$ cat src/eprom_prog_pkg.sv
`default_nettype none
package eprom_prog_pkg;

  localparam int unsigned CLK_MHZ = 100;
  localparam int unsigned CLK_PERIOD_NS = 10;

  // programming pulse, microseconds
  localparam int unsigned PULSE_NOM_US = 100;
  localparam int unsigned PULSE_MIN_US = 95;
  localparam int unsigned PULSE_MAX_US = 105;
  localparam int unsigned PULSE_NOM_CYC = PULSE_NOM_US * CLK_MHZ;
  localparam int unsigned PULSE_MIN_CYC = PULSE_MIN_US * CLK_MHZ;
  localparam int unsigned PULSE_MAX_CYC = PULSE_MAX_US * CLK_MHZ;

  // address, data, supply and output enable setup / hold
  localparam int unsigned SETUP_US = 2;
  localparam int unsigned SETUP_CYC = SETUP_US * CLK_MHZ;

  // data valid after output enable, and output float after release
  localparam int unsigned OE_VALID_NS = 150;
  localparam int unsigned FLOAT_NS = 130;
  localparam int unsigned OE_WAIT_CYC =
    (OE_VALID_NS + CLK_PERIOD_NS - 1) / CLK_PERIOD_NS;
  localparam int unsigned FLOAT_CYC =
    (FLOAT_NS + CLK_PERIOD_NS - 1) / CLK_PERIOD_NS;

  localparam int unsigned SYNC_STAGES = 2;
  // one spare cycle so the sampled word has settled through the sync
  localparam int unsigned READ_CYC = OE_WAIT_CYC + SYNC_STAGES + 1;

  localparam int unsigned TMR_W = 16;
  localparam logic [3:0] RETRY_MAX = 4'hA;
  localparam logic [3:0] RETRY_RST = 4'h0;
  localparam logic [7:0] DATA_RST = 8'h00;

  typedef enum logic [3:0] {
    ST_IDLE = 4'h0,
    ST_VCC_UP = 4'h1,
    ST_VPP_UP = 4'h2,
    ST_FETCH = 4'h3,
    ST_WAIT_DATA = 4'h4,
    ST_SETUP = 4'h5,
    ST_PULSE = 4'h6,
    ST_HOLD = 4'h7,
    ST_READ = 4'h8,
    ST_FLOAT = 4'h9,
    ST_VPP_DOWN = 4'hA,
    ST_VCC_DOWN = 4'hB,
    ST_ID_SETUP = 4'hC,
    ST_ID_READ = 4'hD,
    ST_DONE = 4'hE
  } state_t;

  typedef enum logic [1:0] {
    PASS_FIRST = 2'h0,
    PASS_VERIFY = 2'h1,
    PASS_FINAL = 2'h2,
    PASS_ID = 2'h3
  } pass_t;

  function automatic logic [TMR_W-1:0] tload(input int unsigned cyc);
    tload = TMR_W'(cyc - 1);
  endfunction

endpackage
`default_nettype wire

$ cat src/eprom_prog_ctrl.sv
`timescale 1ns/1ps
`default_nettype none
// Operation
// - program pulse on chip select lasts 95 to 105 us, nominal 100
// - select address zero, raise core supply, then programming supply
// - first pass gives each address one pulse, no verify
// - then verify and reprogram each address separately against source
// - a failing byte gets up to 10 single pulses, verified each time
// - still failing after 10 retries: part failed, programming stops
// - a verified byte moves on to the next address until all checked
// - drop both supplies to nominal, read all bytes, final pass/fail (code stops the read at the first mismatch)
// - sample 150 ns after output enable, wait 130 ns before driving
// - core supply up first and down last relative to programming supply
// - id mode: chip select, output enable low, other lines low, hv line up
module eprom_prog_ctrl
  import eprom_prog_pkg::*;
#(
  parameter int unsigned ADDR_W = 15,
  parameter int unsigned PULSE_CYC = PULSE_NOM_CYC,
  parameter int unsigned PULSE_LO_CYC = PULSE_MIN_CYC,
  parameter int unsigned PULSE_HI_CYC = PULSE_MAX_CYC
) (
  input wire logic sys_clk_i,
  input wire logic reset_i,
  input wire logic clk_en_i,
  input wire logic start_prog_i,
  input wire logic start_id_i,
  output logic fetch_o,
  output logic [ADDR_W-1:0] fetch_addr_o,
  input wire logic src_valid_i,
  output logic src_ready_o,
  input wire logic [7:0] src_data_i,
  output logic busy_o,
  output logic done_o,
  output logic pass_o,
  output logic fail_o,
  output logic [ADDR_W-1:0] fail_addr_o,
  output logic [7:0] maker_code_o,
  output logic [7:0] device_code_o,
  output logic [ADDR_W-1:0] addr_o,
  output logic chip_sel_n_o,
  output logic out_en_n_o,
  input wire logic [7:0] data_i,
  output logic [7:0] data_o,
  output logic data_oe_n_o,
  output logic vcc_high_o,
  output logic vpp_high_o,
  output logic id_mode_high_voltage_line_o
);
  state_t state_q, state_d;
  pass_t pass_q, pass_d;
  logic [TMR_W-1:0] tmr_q, tmr_d;
  logic [ADDR_W-1:0] addr_q, addr_d;
  logic [3:0] retry_q, retry_d;
  logic [7:0] want_q, want_d, maker_q, maker_d, dev_q, dev_d;
  logic ce_n_q, ce_n_d, oe_n_q, oe_n_d, doe_n_q, doe_n_d;
  logic vcc_q, vcc_d, vpp_q, vpp_d, hv_q, hv_d;
  logic match_q, match_d, failed_q, failed_d, ok_q, ok_d;
  logic fetch_q, fetch_d, busy_q, busy_d, done_q, done_d;
  logic [7:0] sync1_q, sync2_q;
  logic buf_valid, buf_ready;
  logic [7:0] buf_data;
  logic tdone, last;

  skid_buffer #(.WIDTH(8), .DEPTH(2)) u_buf (
    .sys_clk_i(sys_clk_i),
    .reset_i(reset_i),
    .clk_en_i(clk_en_i),
    .in_valid_i(src_valid_i),
    .in_ready_o(src_ready_o),
    .in_data_i(src_data_i),
    .out_valid_o(buf_valid),
    .out_ready_i(buf_ready),
    .out_data_o(buf_data)
  );

  assign tdone = (tmr_q == '0);
  assign last = (addr_q == {ADDR_W{1'b1}});
  assign buf_ready = (state_q == ST_WAIT_DATA);

  always_comb begin
    state_d = state_q;
    pass_d = pass_q;
    tmr_d = tdone ? tmr_q : tmr_q - 1'b1;
    addr_d = addr_q;
    retry_d = retry_q;
    want_d = want_q;
    maker_d = maker_q;
    dev_d = dev_q;
    ce_n_d = ce_n_q;
    oe_n_d = oe_n_q;
    doe_n_d = doe_n_q;
    vcc_d = vcc_q;
    vpp_d = vpp_q;
    hv_d = hv_q;
    match_d = match_q;
    failed_d = failed_q;
    fetch_d = 1'b0;
    done_d = 1'b0;
    ok_d = 1'b0;
    unique case (state_q)
      ST_IDLE: begin
        addr_d = '0;
        retry_d = RETRY_RST;
        if (start_prog_i) begin
          failed_d = 1'b0;
          pass_d = PASS_FIRST;
          vcc_d = 1'b1;
          tmr_d = tload(SETUP_CYC);
          state_d = ST_VCC_UP;
        end else if (start_id_i) begin
          failed_d = 1'b0;
          pass_d = PASS_ID;
          hv_d = 1'b1;
          tmr_d = tload(SETUP_CYC);
          state_d = ST_ID_SETUP;
        end
      end
      ST_VCC_UP: if (tdone) begin
        vpp_d = 1'b1;
        tmr_d = tload(SETUP_CYC);
        state_d = ST_VPP_UP;
      end
      ST_VPP_UP: if (tdone) begin
        state_d = ST_FETCH;
      end
      ST_FETCH: begin
        fetch_d = 1'b1;
        state_d = ST_WAIT_DATA;
      end
      ST_WAIT_DATA: if (buf_valid) begin
        want_d = buf_data;
        if (pass_q == PASS_FIRST) begin
          doe_n_d = 1'b0;
          tmr_d = tload(SETUP_CYC);
          state_d = ST_SETUP;
        end else begin
          // reading only happens in the later passes
          oe_n_d = 1'b0;
          ce_n_d = (pass_q != PASS_FINAL);
          tmr_d = tload(READ_CYC);
          state_d = ST_READ;
        end
      end
      ST_SETUP: if (tdone) begin
        ce_n_d = 1'b0;
        tmr_d = tload(PULSE_CYC);
        state_d = ST_PULSE;
      end
      ST_PULSE: if (tdone) begin
        ce_n_d = 1'b1;
        tmr_d = tload(SETUP_CYC);
        state_d = ST_HOLD;
      end
      ST_HOLD: if (tdone) begin
        doe_n_d = 1'b1;
        if (pass_q == PASS_FIRST) begin
          // one pulse per address, then the verify pass from zero
          addr_d = last ? '0 : addr_q + 1'b1;
          pass_d = last ? PASS_VERIFY : PASS_FIRST;
          state_d = ST_FETCH;
        end else begin
          oe_n_d = 1'b0;
          tmr_d = tload(READ_CYC);
          state_d = ST_READ;
        end
      end
      ST_READ: if (tdone) begin
        match_d = (sync2_q == want_q);
        oe_n_d = 1'b1;
        ce_n_d = 1'b1;
        tmr_d = tload(FLOAT_CYC);
        state_d = ST_FLOAT;
      end
      ST_FLOAT: if (tdone) begin
        if (pass_q == PASS_VERIFY) begin
          if (match_q) begin
            retry_d = RETRY_RST;
            addr_d = addr_q + 1'b1;
            state_d = last ? ST_VPP_DOWN : ST_FETCH;
            vpp_d = !last;
            tmr_d = tload(SETUP_CYC);
          end else if (retry_q == RETRY_MAX) begin
            failed_d = 1'b1;
            vpp_d = 1'b0;
            tmr_d = tload(SETUP_CYC);
            state_d = ST_VPP_DOWN;
          end else begin
            retry_d = retry_q + 1'b1;
            doe_n_d = 1'b0; // float time already waited
            tmr_d = tload(SETUP_CYC);
            state_d = ST_SETUP;
          end
        end else begin
          // final compare stops at the first mismatch
          failed_d = !match_q;
          addr_d = (match_q && !last) ? addr_q + 1'b1 : addr_q;
          state_d = (match_q && !last) ? ST_FETCH : ST_DONE;
        end
      end
      ST_VPP_DOWN: if (tdone) begin
        vcc_d = 1'b0;
        tmr_d = tload(SETUP_CYC);
        state_d = ST_VCC_DOWN;
      end
      ST_VCC_DOWN: if (tdone) begin
        pass_d = PASS_FINAL;
        state_d = failed_q ? ST_DONE : ST_FETCH;
      end
      ST_ID_SETUP: if (tdone) begin
        ce_n_d = 1'b0;
        oe_n_d = 1'b0;
        tmr_d = tload(READ_CYC);
        state_d = ST_ID_READ;
      end
      ST_ID_READ: if (tdone) begin
        if (!addr_q[0]) begin
          maker_d = sync2_q;
          addr_d = {{(ADDR_W-1){1'b0}}, 1'b1};
          tmr_d = tload(READ_CYC);
        end else begin
          dev_d = sync2_q;
          ce_n_d = 1'b1;
          oe_n_d = 1'b1;
          hv_d = 1'b0;
          state_d = ST_DONE;
        end
      end
      ST_DONE: begin
        done_d = 1'b1;
        ok_d = !failed_q;
        state_d = ST_IDLE;
      end
      default: state_d = ST_IDLE;
    endcase
    busy_d = (state_d != ST_IDLE);
  end

  always_ff @(posedge sys_clk_i) begin
    if (reset_i) begin
      state_q <= ST_IDLE;
      pass_q <= PASS_FIRST;
      tmr_q <= '0;
      addr_q <= '0;
      retry_q <= RETRY_RST;
      want_q <= DATA_RST;
      maker_q <= DATA_RST;
      dev_q <= DATA_RST;
      ce_n_q <= 1'b1;
      oe_n_q <= 1'b1;
      doe_n_q <= 1'b1;
      vcc_q <= 1'b0;
      vpp_q <= 1'b0;
      hv_q <= 1'b0;
      match_q <= 1'b0;
      failed_q <= 1'b0;
      ok_q <= 1'b0;
      fetch_q <= 1'b0;
      busy_q <= 1'b0;
      done_q <= 1'b0;
      sync1_q <= DATA_RST;
      sync2_q <= DATA_RST;
    end else if (clk_en_i) begin
      state_q <= state_d;
      pass_q <= pass_d;
      tmr_q <= tmr_d;
      addr_q <= addr_d;
      retry_q <= retry_d;
      want_q <= want_d;
      maker_q <= maker_d;
      dev_q <= dev_d;
      ce_n_q <= ce_n_d;
      oe_n_q <= oe_n_d;
      doe_n_q <= doe_n_d;
      vcc_q <= vcc_d;
      vpp_q <= vpp_d;
      hv_q <= hv_d;
      match_q <= match_d;
      failed_q <= failed_d;
      ok_q <= ok_d;
      fetch_q <= fetch_d;
      busy_q <= busy_d;
      done_q <= done_d;
      sync1_q <= data_i;
      sync2_q <= sync1_q;
    end
  end

  assign fetch_o = fetch_q;
  assign fetch_addr_o = addr_q;
  assign busy_o = busy_q;
  assign done_o = done_q;
  assign pass_o = ok_q;
  assign fail_o = failed_q;
  assign fail_addr_o = addr_q;
  assign maker_code_o = maker_q;
  assign device_code_o = dev_q;
  assign addr_o = addr_q;
  assign chip_sel_n_o = ce_n_q;
  assign out_en_n_o = oe_n_q;
  assign data_o = want_q;
  assign data_oe_n_o = doe_n_q;
  assign vcc_high_o = vcc_q;
  assign vpp_high_o = vpp_q;
  assign id_mode_high_voltage_line_o = hv_q;

  // helper counters for the timing checks below
  logic [TMR_W-1:0] ce_low_cnt_q, oe_low_cnt_q;
  logic [7:0] oe_high_cnt_q;
  always_ff @(posedge sys_clk_i) begin
    if (reset_i) begin
      ce_low_cnt_q <= '0;
      oe_low_cnt_q <= '0;
      oe_high_cnt_q <= 8'hFF;
    end else if (clk_en_i) begin
      ce_low_cnt_q <= ce_n_q ? '0 : ce_low_cnt_q + 1'b1;
      oe_low_cnt_q <= oe_n_q ? '0 : oe_low_cnt_q + 1'b1;
      oe_high_cnt_q <= !oe_n_q ? 8'h00 :
        (oe_high_cnt_q == 8'hFF) ? oe_high_cnt_q : oe_high_cnt_q + 1'b1;
    end
  end
endmodule
`default_nettype wire

$ cat src/skid_buffer.sv
`timescale 1ns/1ps
`default_nettype none
module skid_buffer #(
  parameter int unsigned WIDTH = 8,
  parameter int unsigned DEPTH = 2
) (
  input wire logic sys_clk_i,
  input wire logic reset_i,
  input wire logic clk_en_i,
  input wire logic in_valid_i,
  output logic in_ready_o,
  input wire logic [WIDTH-1:0] in_data_i,
  output logic out_valid_o,
  input wire logic out_ready_i,
  output logic [WIDTH-1:0] out_data_o
);
  localparam int unsigned PW = (DEPTH > 1) ? $clog2(DEPTH) : 1;
  localparam int unsigned CW = $clog2(DEPTH + 1);
  localparam logic [PW-1:0] LAST = PW'(DEPTH - 1);
  localparam logic [CW-1:0] FULL = CW'(DEPTH);

  logic [WIDTH-1:0] mem_q [DEPTH];
  logic [WIDTH-1:0] mem_d [DEPTH];
  logic [PW-1:0] wr_q, wr_d, rd_q, rd_d;
  logic [CW-1:0] cnt_q, cnt_d;
  logic rdy_q, rdy_d;
  logic push, pop;

  // ready is registered so the top's source-side output comes from a flop
  assign in_ready_o = rdy_q;
  assign out_valid_o = (cnt_q != '0);
  assign out_data_o = mem_q[rd_q];

  always_comb begin
    push = in_valid_i && in_ready_o;
    pop = out_valid_o && out_ready_i;
    mem_d = mem_q;
    wr_d = wr_q;
    rd_d = rd_q;
    cnt_d = cnt_q;
    if (push) begin
      mem_d[wr_q] = in_data_i;
      wr_d = (wr_q == LAST) ? '0 : wr_q + 1'b1;
    end
    if (pop) begin
      rd_d = (rd_q == LAST) ? '0 : rd_q + 1'b1;
    end
    if (push && !pop) begin
      cnt_d = cnt_q + 1'b1;
    end else if (pop && !push) begin
      cnt_d = cnt_q - 1'b1;
    end
    rdy_d = (cnt_d != FULL);
  end

  always_ff @(posedge sys_clk_i) begin
    if (reset_i) begin
      wr_q <= '0;
      rd_q <= '0;
      cnt_q <= '0;
      rdy_q <= 1'b1;
      for (int i = 0; i < DEPTH; i++) begin
        mem_q[i] <= '0;
      end
    end else if (clk_en_i) begin
      wr_q <= wr_d;
      rd_q <= rd_d;
      cnt_q <= cnt_d;
      rdy_q <= rdy_d;
      mem_q <= mem_d;
    end
  end
endmodule
`default_nettype wire

$ cat config.mk
export PLATFORM = sky130hd
export DESIGN_NAME = eprom_prog_ctrl
export DESIGN_NICKNAME = d
export VERILOG_FILES = /design/src/eprom_prog_pkg.sv /design/src/eprom_prog_ctrl.sv /design/src/skid_buffer.sv
export SDC_FILE = /design/constraint.sdc
export NUM_CORES = 1
export LEC_CHECK = 0
export BUFFER_PORTS_ARGS = -buffer_cell sky130_fd_sc_hd__buf_2
export CAP_MARGIN = 5
export CORE_AREA = 2 2 113 115
export CTS_BUF_LIST = sky130_fd_sc_hd__clkbuf_4
export CTS_CLUSTER_DIAMETER = 200
export CTS_CLUSTER_SIZE = 40
export DETAILED_ROUTE_END_ITERATION = 16
export DIE_AREA = 0 0 115 117
export PLACE_DENSITY = 0.78
export SETUP_SLACK_MARGIN = 0.02
export SYNTH_ARGS = -nofsm -noshare
export SYNTH_HDL_FRONTEND = slang
export SYNTH_SLANG_ARGS = --single-unit
$ cat constraint.sdc
create_clock -name sys_clk_i -period 3.2 [get_ports sys_clk_i]
set_input_delay 0.32 -clock sys_clk_i [delete_from_list [all_inputs] [get_ports sys_clk_i]]
set_output_delay 0.32 -clock sys_clk_i [all_outputs]
set_load 0.01 [all_outputs]
-- After elaboration in Yosys (flattened, before gate mapping)
Cells that the tools add are included.
- output and inout port bits: 81
- word-level logic and storage cells: 248
- bits in registers: 114
- input port bits: 22
- add/sub/neg operators: 7
- reduce and logical (&&, ||, !) cells: 45
- $lt $le $gt $ge: 3
- muxes and demuxes: 112
- eq/ne operators: 49
- bitwise logic cells: 3
- operator list (cell ; number):
    16-bit two-way mux ; 14
    16-bit case mux with 9 select lines ; 1
    15-bit two-way mux ; 9
    4-bit two-way mux ; 27
    15-bit case mux with 4 select lines ; 1
    4-bit case mux with 14 select lines ; 1
    2-bit != test (second input constant) ; 21
    8-bit two-way mux ; 5
    1-bit two-way mux ; 36
    4-bit equality test (second input constant) ; 8
    6-bit AND reduction ; 4
    8-bit AND reduction ; 3
    3-bit != test (second input constant) ; 7
    9-bit AND reduction ; 2
    16-bit bitwise mux ; 1
    4-bit by 3-bit equality test with 1-bit output (second input constant) ; 4
    16-bit zero test ; 1
    16-bit by 1-bit subtractor with 16-bit output (second input constant) ; 1
    15-bit by 1-bit adder with 15-bit output (second input constant) ; 1
    15-bit equality test (second input constant) ; 1
    2-bit two-way mux ; 7
    4-bit AND reduction ; 3
    4-bit nonzero test ; 3
    2-bit nonzero test ; 5
    31 further kinds ; 53

-- Longest topological paths before layout
- word-level depth: 8
- depth in mapped cells: 13
- gate-level depth less buffers: 11

-- By module
From an unflattened synthesis, not the netlist that was laid out.
- cells, all modules: 892
- area total of the unflattened synthesis: 6796.5 um^2
- modules (own cells, without submodules) (module ; instances ; cells each ; area an instance (um^2) ; sequential area each (um^2)):
    eprom_prog_ctrl ; 1 ; 779 ; 5865.6 ; 1861.8
    skid_buffer ; 1 ; 113 ; 930.9 ; 420.4

-- Worst setup path after synthesis
No wires, ideal clock.
- kind: reg-to-reg
- from: register tmr_q[0]
- to: register tmr_q[0]
- library setup time: 145 ps
- path buffers: 2
- data required time: 3055 ps
- cell stages (with the launch flop): 14
- setup slack: 787 ps
- arrival: 2268 ps
- cells stage by stage: dfxtp_1 > inv_1 > ha_1 > nor3b_1 > and4_1 > buf_4 > inv_2 > clkbuf_1 > ha_1 > nor2_1 > nand2_1 > a21oi_1 > a2111oi_0 > a221oi_1
- word-level cells in the longest chain between the ends: 5
- ends and longest elaborated chain (what ; line ; source):
    from (decl) ; eprom_prog_ctrl.sv:52 ; logic [TMR_W-1:0] tmr_q, tmr_d;
    from (signal assigned) ; eprom_prog_ctrl.sv:266 ; tmr_q <= tmr_d;
    16-bit by 1-bit subtractor with 16-bit output / 16-bit zero test (equally long branches) ; eprom_prog_ctrl.sv:84, eprom_prog_ctrl.sv:77 ;
    16-bit two-way mux ; eprom_prog_ctrl.sv:84 ; tmr_d = tdone ? tmr_q : tmr_q - 1'b1;
    16-bit two-way mux, on equally long branches (2 in a row) ; - ;
    16-bit case mux with 9 select lines * ; eprom_prog_ctrl.sv:101 ; unique case (state_q)
Every way passes the cells marked *; elsewhere a longest branch is shown, timed or not.
A chain may end at the register's enable or synchronous reset.

-- Worst setup path after layout
- from: register state_q[2]
- to: register addr_q[8], in the netlist addr_o[8]
- word-level cells in the longest chain between the ends: 3
- ends and longest elaborated chain (what ; line ; source):
    from (decl) ; eprom_prog_ctrl.sv:50 ; state_t state_q, state_d;
    from (signal assigned) ; eprom_prog_ctrl.sv:264 ; state_q <= state_d;
    4-bit equality test, or another cell as far along ; eprom_prog_ctrl.sv:101 ;
    3-bit != test (no line), or another cell as far along ; - ;
    9-bit AND reduction (no line) ; - ;
    to (signal assigned) ; eprom_prog_ctrl.sv:267 ; addr_q <= addr_d;
    to (decl) ; eprom_prog_ctrl.sv:53 ; logic [ADDR_W-1:0] addr_q, addr_d;
Several ways; a longest one is shown, not always the timed one.

==> run summary <==
The flow ran to the end, and the final reports show no timing, DRC or antenna violations. Sorting the synthesized cells by area gives the leading types as sky130_fd_sc_hd__dfxtp_1 34%, sky130_fd_sc_hd__nor2_1 6.5%, sky130_fd_sc_hd__mux2i_1 6.3%, sky130_fd_sc_hd__a21oi_1 6.3%, sky130_fd_sc_hd__nand2_1 5.2%. The instance count of the mapped netlist was 884; the number of library cell types mapped by synthesis was 77. The run gives 1.012 as the global placer's final weighted congestion. Among all stages on the critical path, the largest delay is contributed by sky130_fd_sc_hd__nor2_1. Once layout is done, the placed cells without fillers occupy 7600 um^2. The count of buffers inserted at the top-level ports was 102. The met2 wirelength from detailed routing is 8611 um. The run gives 0.003087 uW as the total leakage power. Of the total power, the share spent switching nets is 35.32%. 103 I/O pins were placed.

For the via count of the first global-routing pass, the log shows 6168. The type of the worst setup path is flop to flop. The number of remaining DRC errors came out at 0.

By instance count, the leading cell after synthesis is sky130_fd_sc_hd__nor2_1. Of all nets on the critical path, the largest fanout is 15. For this configuration, the core starts out at a cell density of 55.28%. In the final routed layout, each cell accounts on average for 17.15 um. The tools report the worst vdd rail ir drop as 378.0 uV.

After global routing the overflow that remains totals 0. The logs give 74 for the pin count of the biggest net entering global routing and 114 for the clock sink count. The net count of the finished layout is 979. The first global-routing pass estimated 30860 um of wire. The cell area after synthesis is 6807 um^2, and the standard cell core area is 12310 um^2. The tools report the worst slew slack as a fraction of its limit as 39.65%. TritonCTS built the clock tree. The wire length reported by the detailed router is 19080 um, and the power density over cell area is 489.2 nW/um^2.

The post-synth net total was 914. After clock tree synthesis, the clock-pin slew on the worst setup and hold paths is 0.11 ns. The sum of negative setup slack is 0 ns.

On the critical path the largest part of the delay comes from simple AND/OR/NAND/NOR gates. In this run, synthesis produced a sequential element count of 114. The floorplan step defined a die boundary enclosing 13460 um^2.

The share of total power dissipated in combinational logic is 27.3%. The primary flip-flop cell chosen by synthesis mapping was sky130_fd_sc_hd__dfxtp_1. The logs give 33.53% for the part of the Yosys area used for sequential elements and 4 for the level count of the clock H-tree.

Clock latency reported for the late side of the worst-skew pair: 0.54 ns. The number of antenna diodes in the final layout is 0. Subtracting the final worst setup slack from the clock period gives 2.780 ns. Sequential cells account for 41.8% of the total power.

The overall routing resource usage is 28.80%. Together, buffers and inverters on the worst path number 0. The final antenna-violating net count was 0. In the final routing, the length of wire on met1 measures 8091 um. The pre-antenna-repair detailed-routing pass consisted of 6 iterations. The final number of hold-violating endpoints is 0, and the number of standard-cell rows in the floorplan is 41. Once the clock tree was built, the resizer swapped 0 gates to a different size.

The first routing iteration left 742 violations. Dividing the final minimum period by the clock period gives 86.86%. After synthesis, the largest area contributor takes up 33.53% of total cell area.

In the routed layout, each cell is associated on average with a via count of 6.097. The type of the most critical hold path is input pin to flop. The non-filler instance count after layout was 1112; the maximum achievable frequency was 0.3598 GHz. Max-cap violations in this run came to 0. The kind of start point of the critical path was a flop. The horizontal die dimension is 115 um, and the setup clock skew after layout is 0.01577 ns.

Traced cell by cell, the critical path runs through nand2b_1 > nor2_1 > o211ai_1 > nand4b_2 > o21bai_2 > o21ba_2. The total vias in the final route was 6780; the number of enable-type register cells in the synthesized netlist was 0. The slew at the pin closest to its max-slew limit was 0.9020 ns.

The root buffer cell chosen for the clock tree is sky130_fd_sc_hd__clkbuf_4. Counting flops with an async set or reset pin after synthesis yields a share of 0%. The maximum clock insertion buffer count came out at 2. Data on the critical path arrives at its endpoint at 3.27 ns. After synthesis, the most frequently instantiated cells are 118 x sky130_fd_sc_hd__nor2_1, 114 x sky130_fd_sc_hd__dfxtp_1, 94 x sky130_fd_sc_hd__nand2_1. The height of the chip is 117 um.

The run gives 7177 um^2 as the total placed instance area. The design internal power was 2405 uW; the required time at the endpoint of the critical path was 3.69 ns. Share of cells above drive strength 1: 18.50%.

The highest metal layer carrying signal wires in the routed design is met4. The synthesis-to-finish area growth was 11.65%. The initial antenna violation count was 0; the mean instance size in the synthesized netlist was 7.700 um^2. The delay of the slowest critical-path stage was 0.73 ns; the number of buffers inserted during clock tree synthesis was 17. The tools report the critical path capture point type as a flop. The final number of setup-violating endpoints is 0, and the number of warning messages in the yosys log is 0.

For the sum of internal, switching and leakage power, the log shows 3718 uW. The tools report the placed cell count as 1068. The clock network fraction of design power was 30.8%. The net switching power of the design was 1313 uW. The HPWL after detailed placement is 13100 um. The number of max-slew violations in the final report came out at 0. The final design utilization is 61.73%.

Wire segments on met3 add up to 1795 um in the final route. sky130_fd_sc_hd__dfxtp_1 takes more of the synthesized area than any other cell. Post-CTS setup repair buffer count: 0. Setup repair after global routing left no endpoint under its margin.
[power by group through the flow]
stage	clock, uW	sequential, uW	combinational [uW]
final	1150	1560	1020
after detailed placement	0	1590	973
after CTS	1160	1550	989
after global placement	0	1580	974
after floorplan	0	1560	754
after global routing	1230	1570	1110
[flip-flops by register name (all words and copies together) (netlist names), 4 cells and up]
register       count
device_code_o      8
sync2_q            8
retry_q            4
sync1_q            8
addr_o            15
u_buf.mem_q       16
maker_code_o       8
state_q            4
data_o             8
tmr_q             16
[worst paths after layout]
check	startpoint	endpoint	slack, ns	cells past startpoint
setup / recovery	state_q[2]	addr_o[8]	0.42	6
hold / removal	data_i[2]	sync1_q[2]	0.02	3
setup reg to reg	state_q[2]	addr_o[8]	0.42	6
hold reg to reg	u_buf.mem_q[3]	u_buf.mem_q[3]	0.46	2
[routing by layer]
metal | up-vias | track usage (%)
li1 | 3268 | -
met1 | 3106 | 38.20
met2 | 343 | 44.51
met3 | 63 | 7.261
met4 | 0 | 12.93
met5 | - | 0
[worst min-delay path, cell delays in order]
cell                      delay (ns)
sky130_fd_sc_hd__buf_2          0.07
sky130_fd_sc_hd__mux2i_1        0.06
sky130_fd_sc_hd__nor2_1         0.07
[cell usage in the layout, fill, tap and decap left out, types with 19 or more instances in the layout]
cell type	Yosys	final
sky130_fd_sc_hd__a21oi_1	85	85
sky130_fd_sc_hd__buf_2	15	101
sky130_fd_sc_hd__clkbuf_4	0	19
sky130_fd_sc_hd__dfxtp_1	114	114
sky130_fd_sc_hd__inv_1	22	22
sky130_fd_sc_hd__mux2i_1	43	43
sky130_fd_sc_hd__nand2_1	94	94
sky130_fd_sc_hd__nand3_1	23	23
sky130_fd_sc_hd__nor2_1	118	118
sky130_fd_sc_hd__nor3_1	21	21
sky130_fd_sc_hd__o21ai_0	40	40
[per-stage QoR]
stage	setup WS, ns	hold slack (ns)
after floorplan	0.7871	0.4357
after global placement	0.6051	0.4352
after detailed placement	0.5196	0.4413
after CTS	0.4946	0.007852
after global routing	0.2162	0.02107
final	0.4203	0.02236
[what timing repair did]
action,CTS,global route
endpoints found under the hold margin,17,0
endpoints found under the setup margin,0,0
hold buffers,12,0
[cell families after synthesis]
logic type	synth area share (%)
XOR/XNOR	2.702
buffers and inverters	8.107
flip-flops	33.53
adder cells (fa/ha/maj)	1.471
AO/OA/AOI/OAI	21.34
multiplexers	6.323
AND/OR/NAND/NOR	26.53
[final cells by class]
cell class | count | area (um^2)
clock buffers | 19 | 142.6
clock inverters | 13 | 160.2
fillers | 1132 | 4712
inverters | 25 | 93.84
multi-input cells | 660 | 3973
flip-flops and latches | 114 | 2282
well taps | 150 | 187.7
repair buffers | 131 | 760.7
No activity file was read; power rests on OpenSTA's default activity.
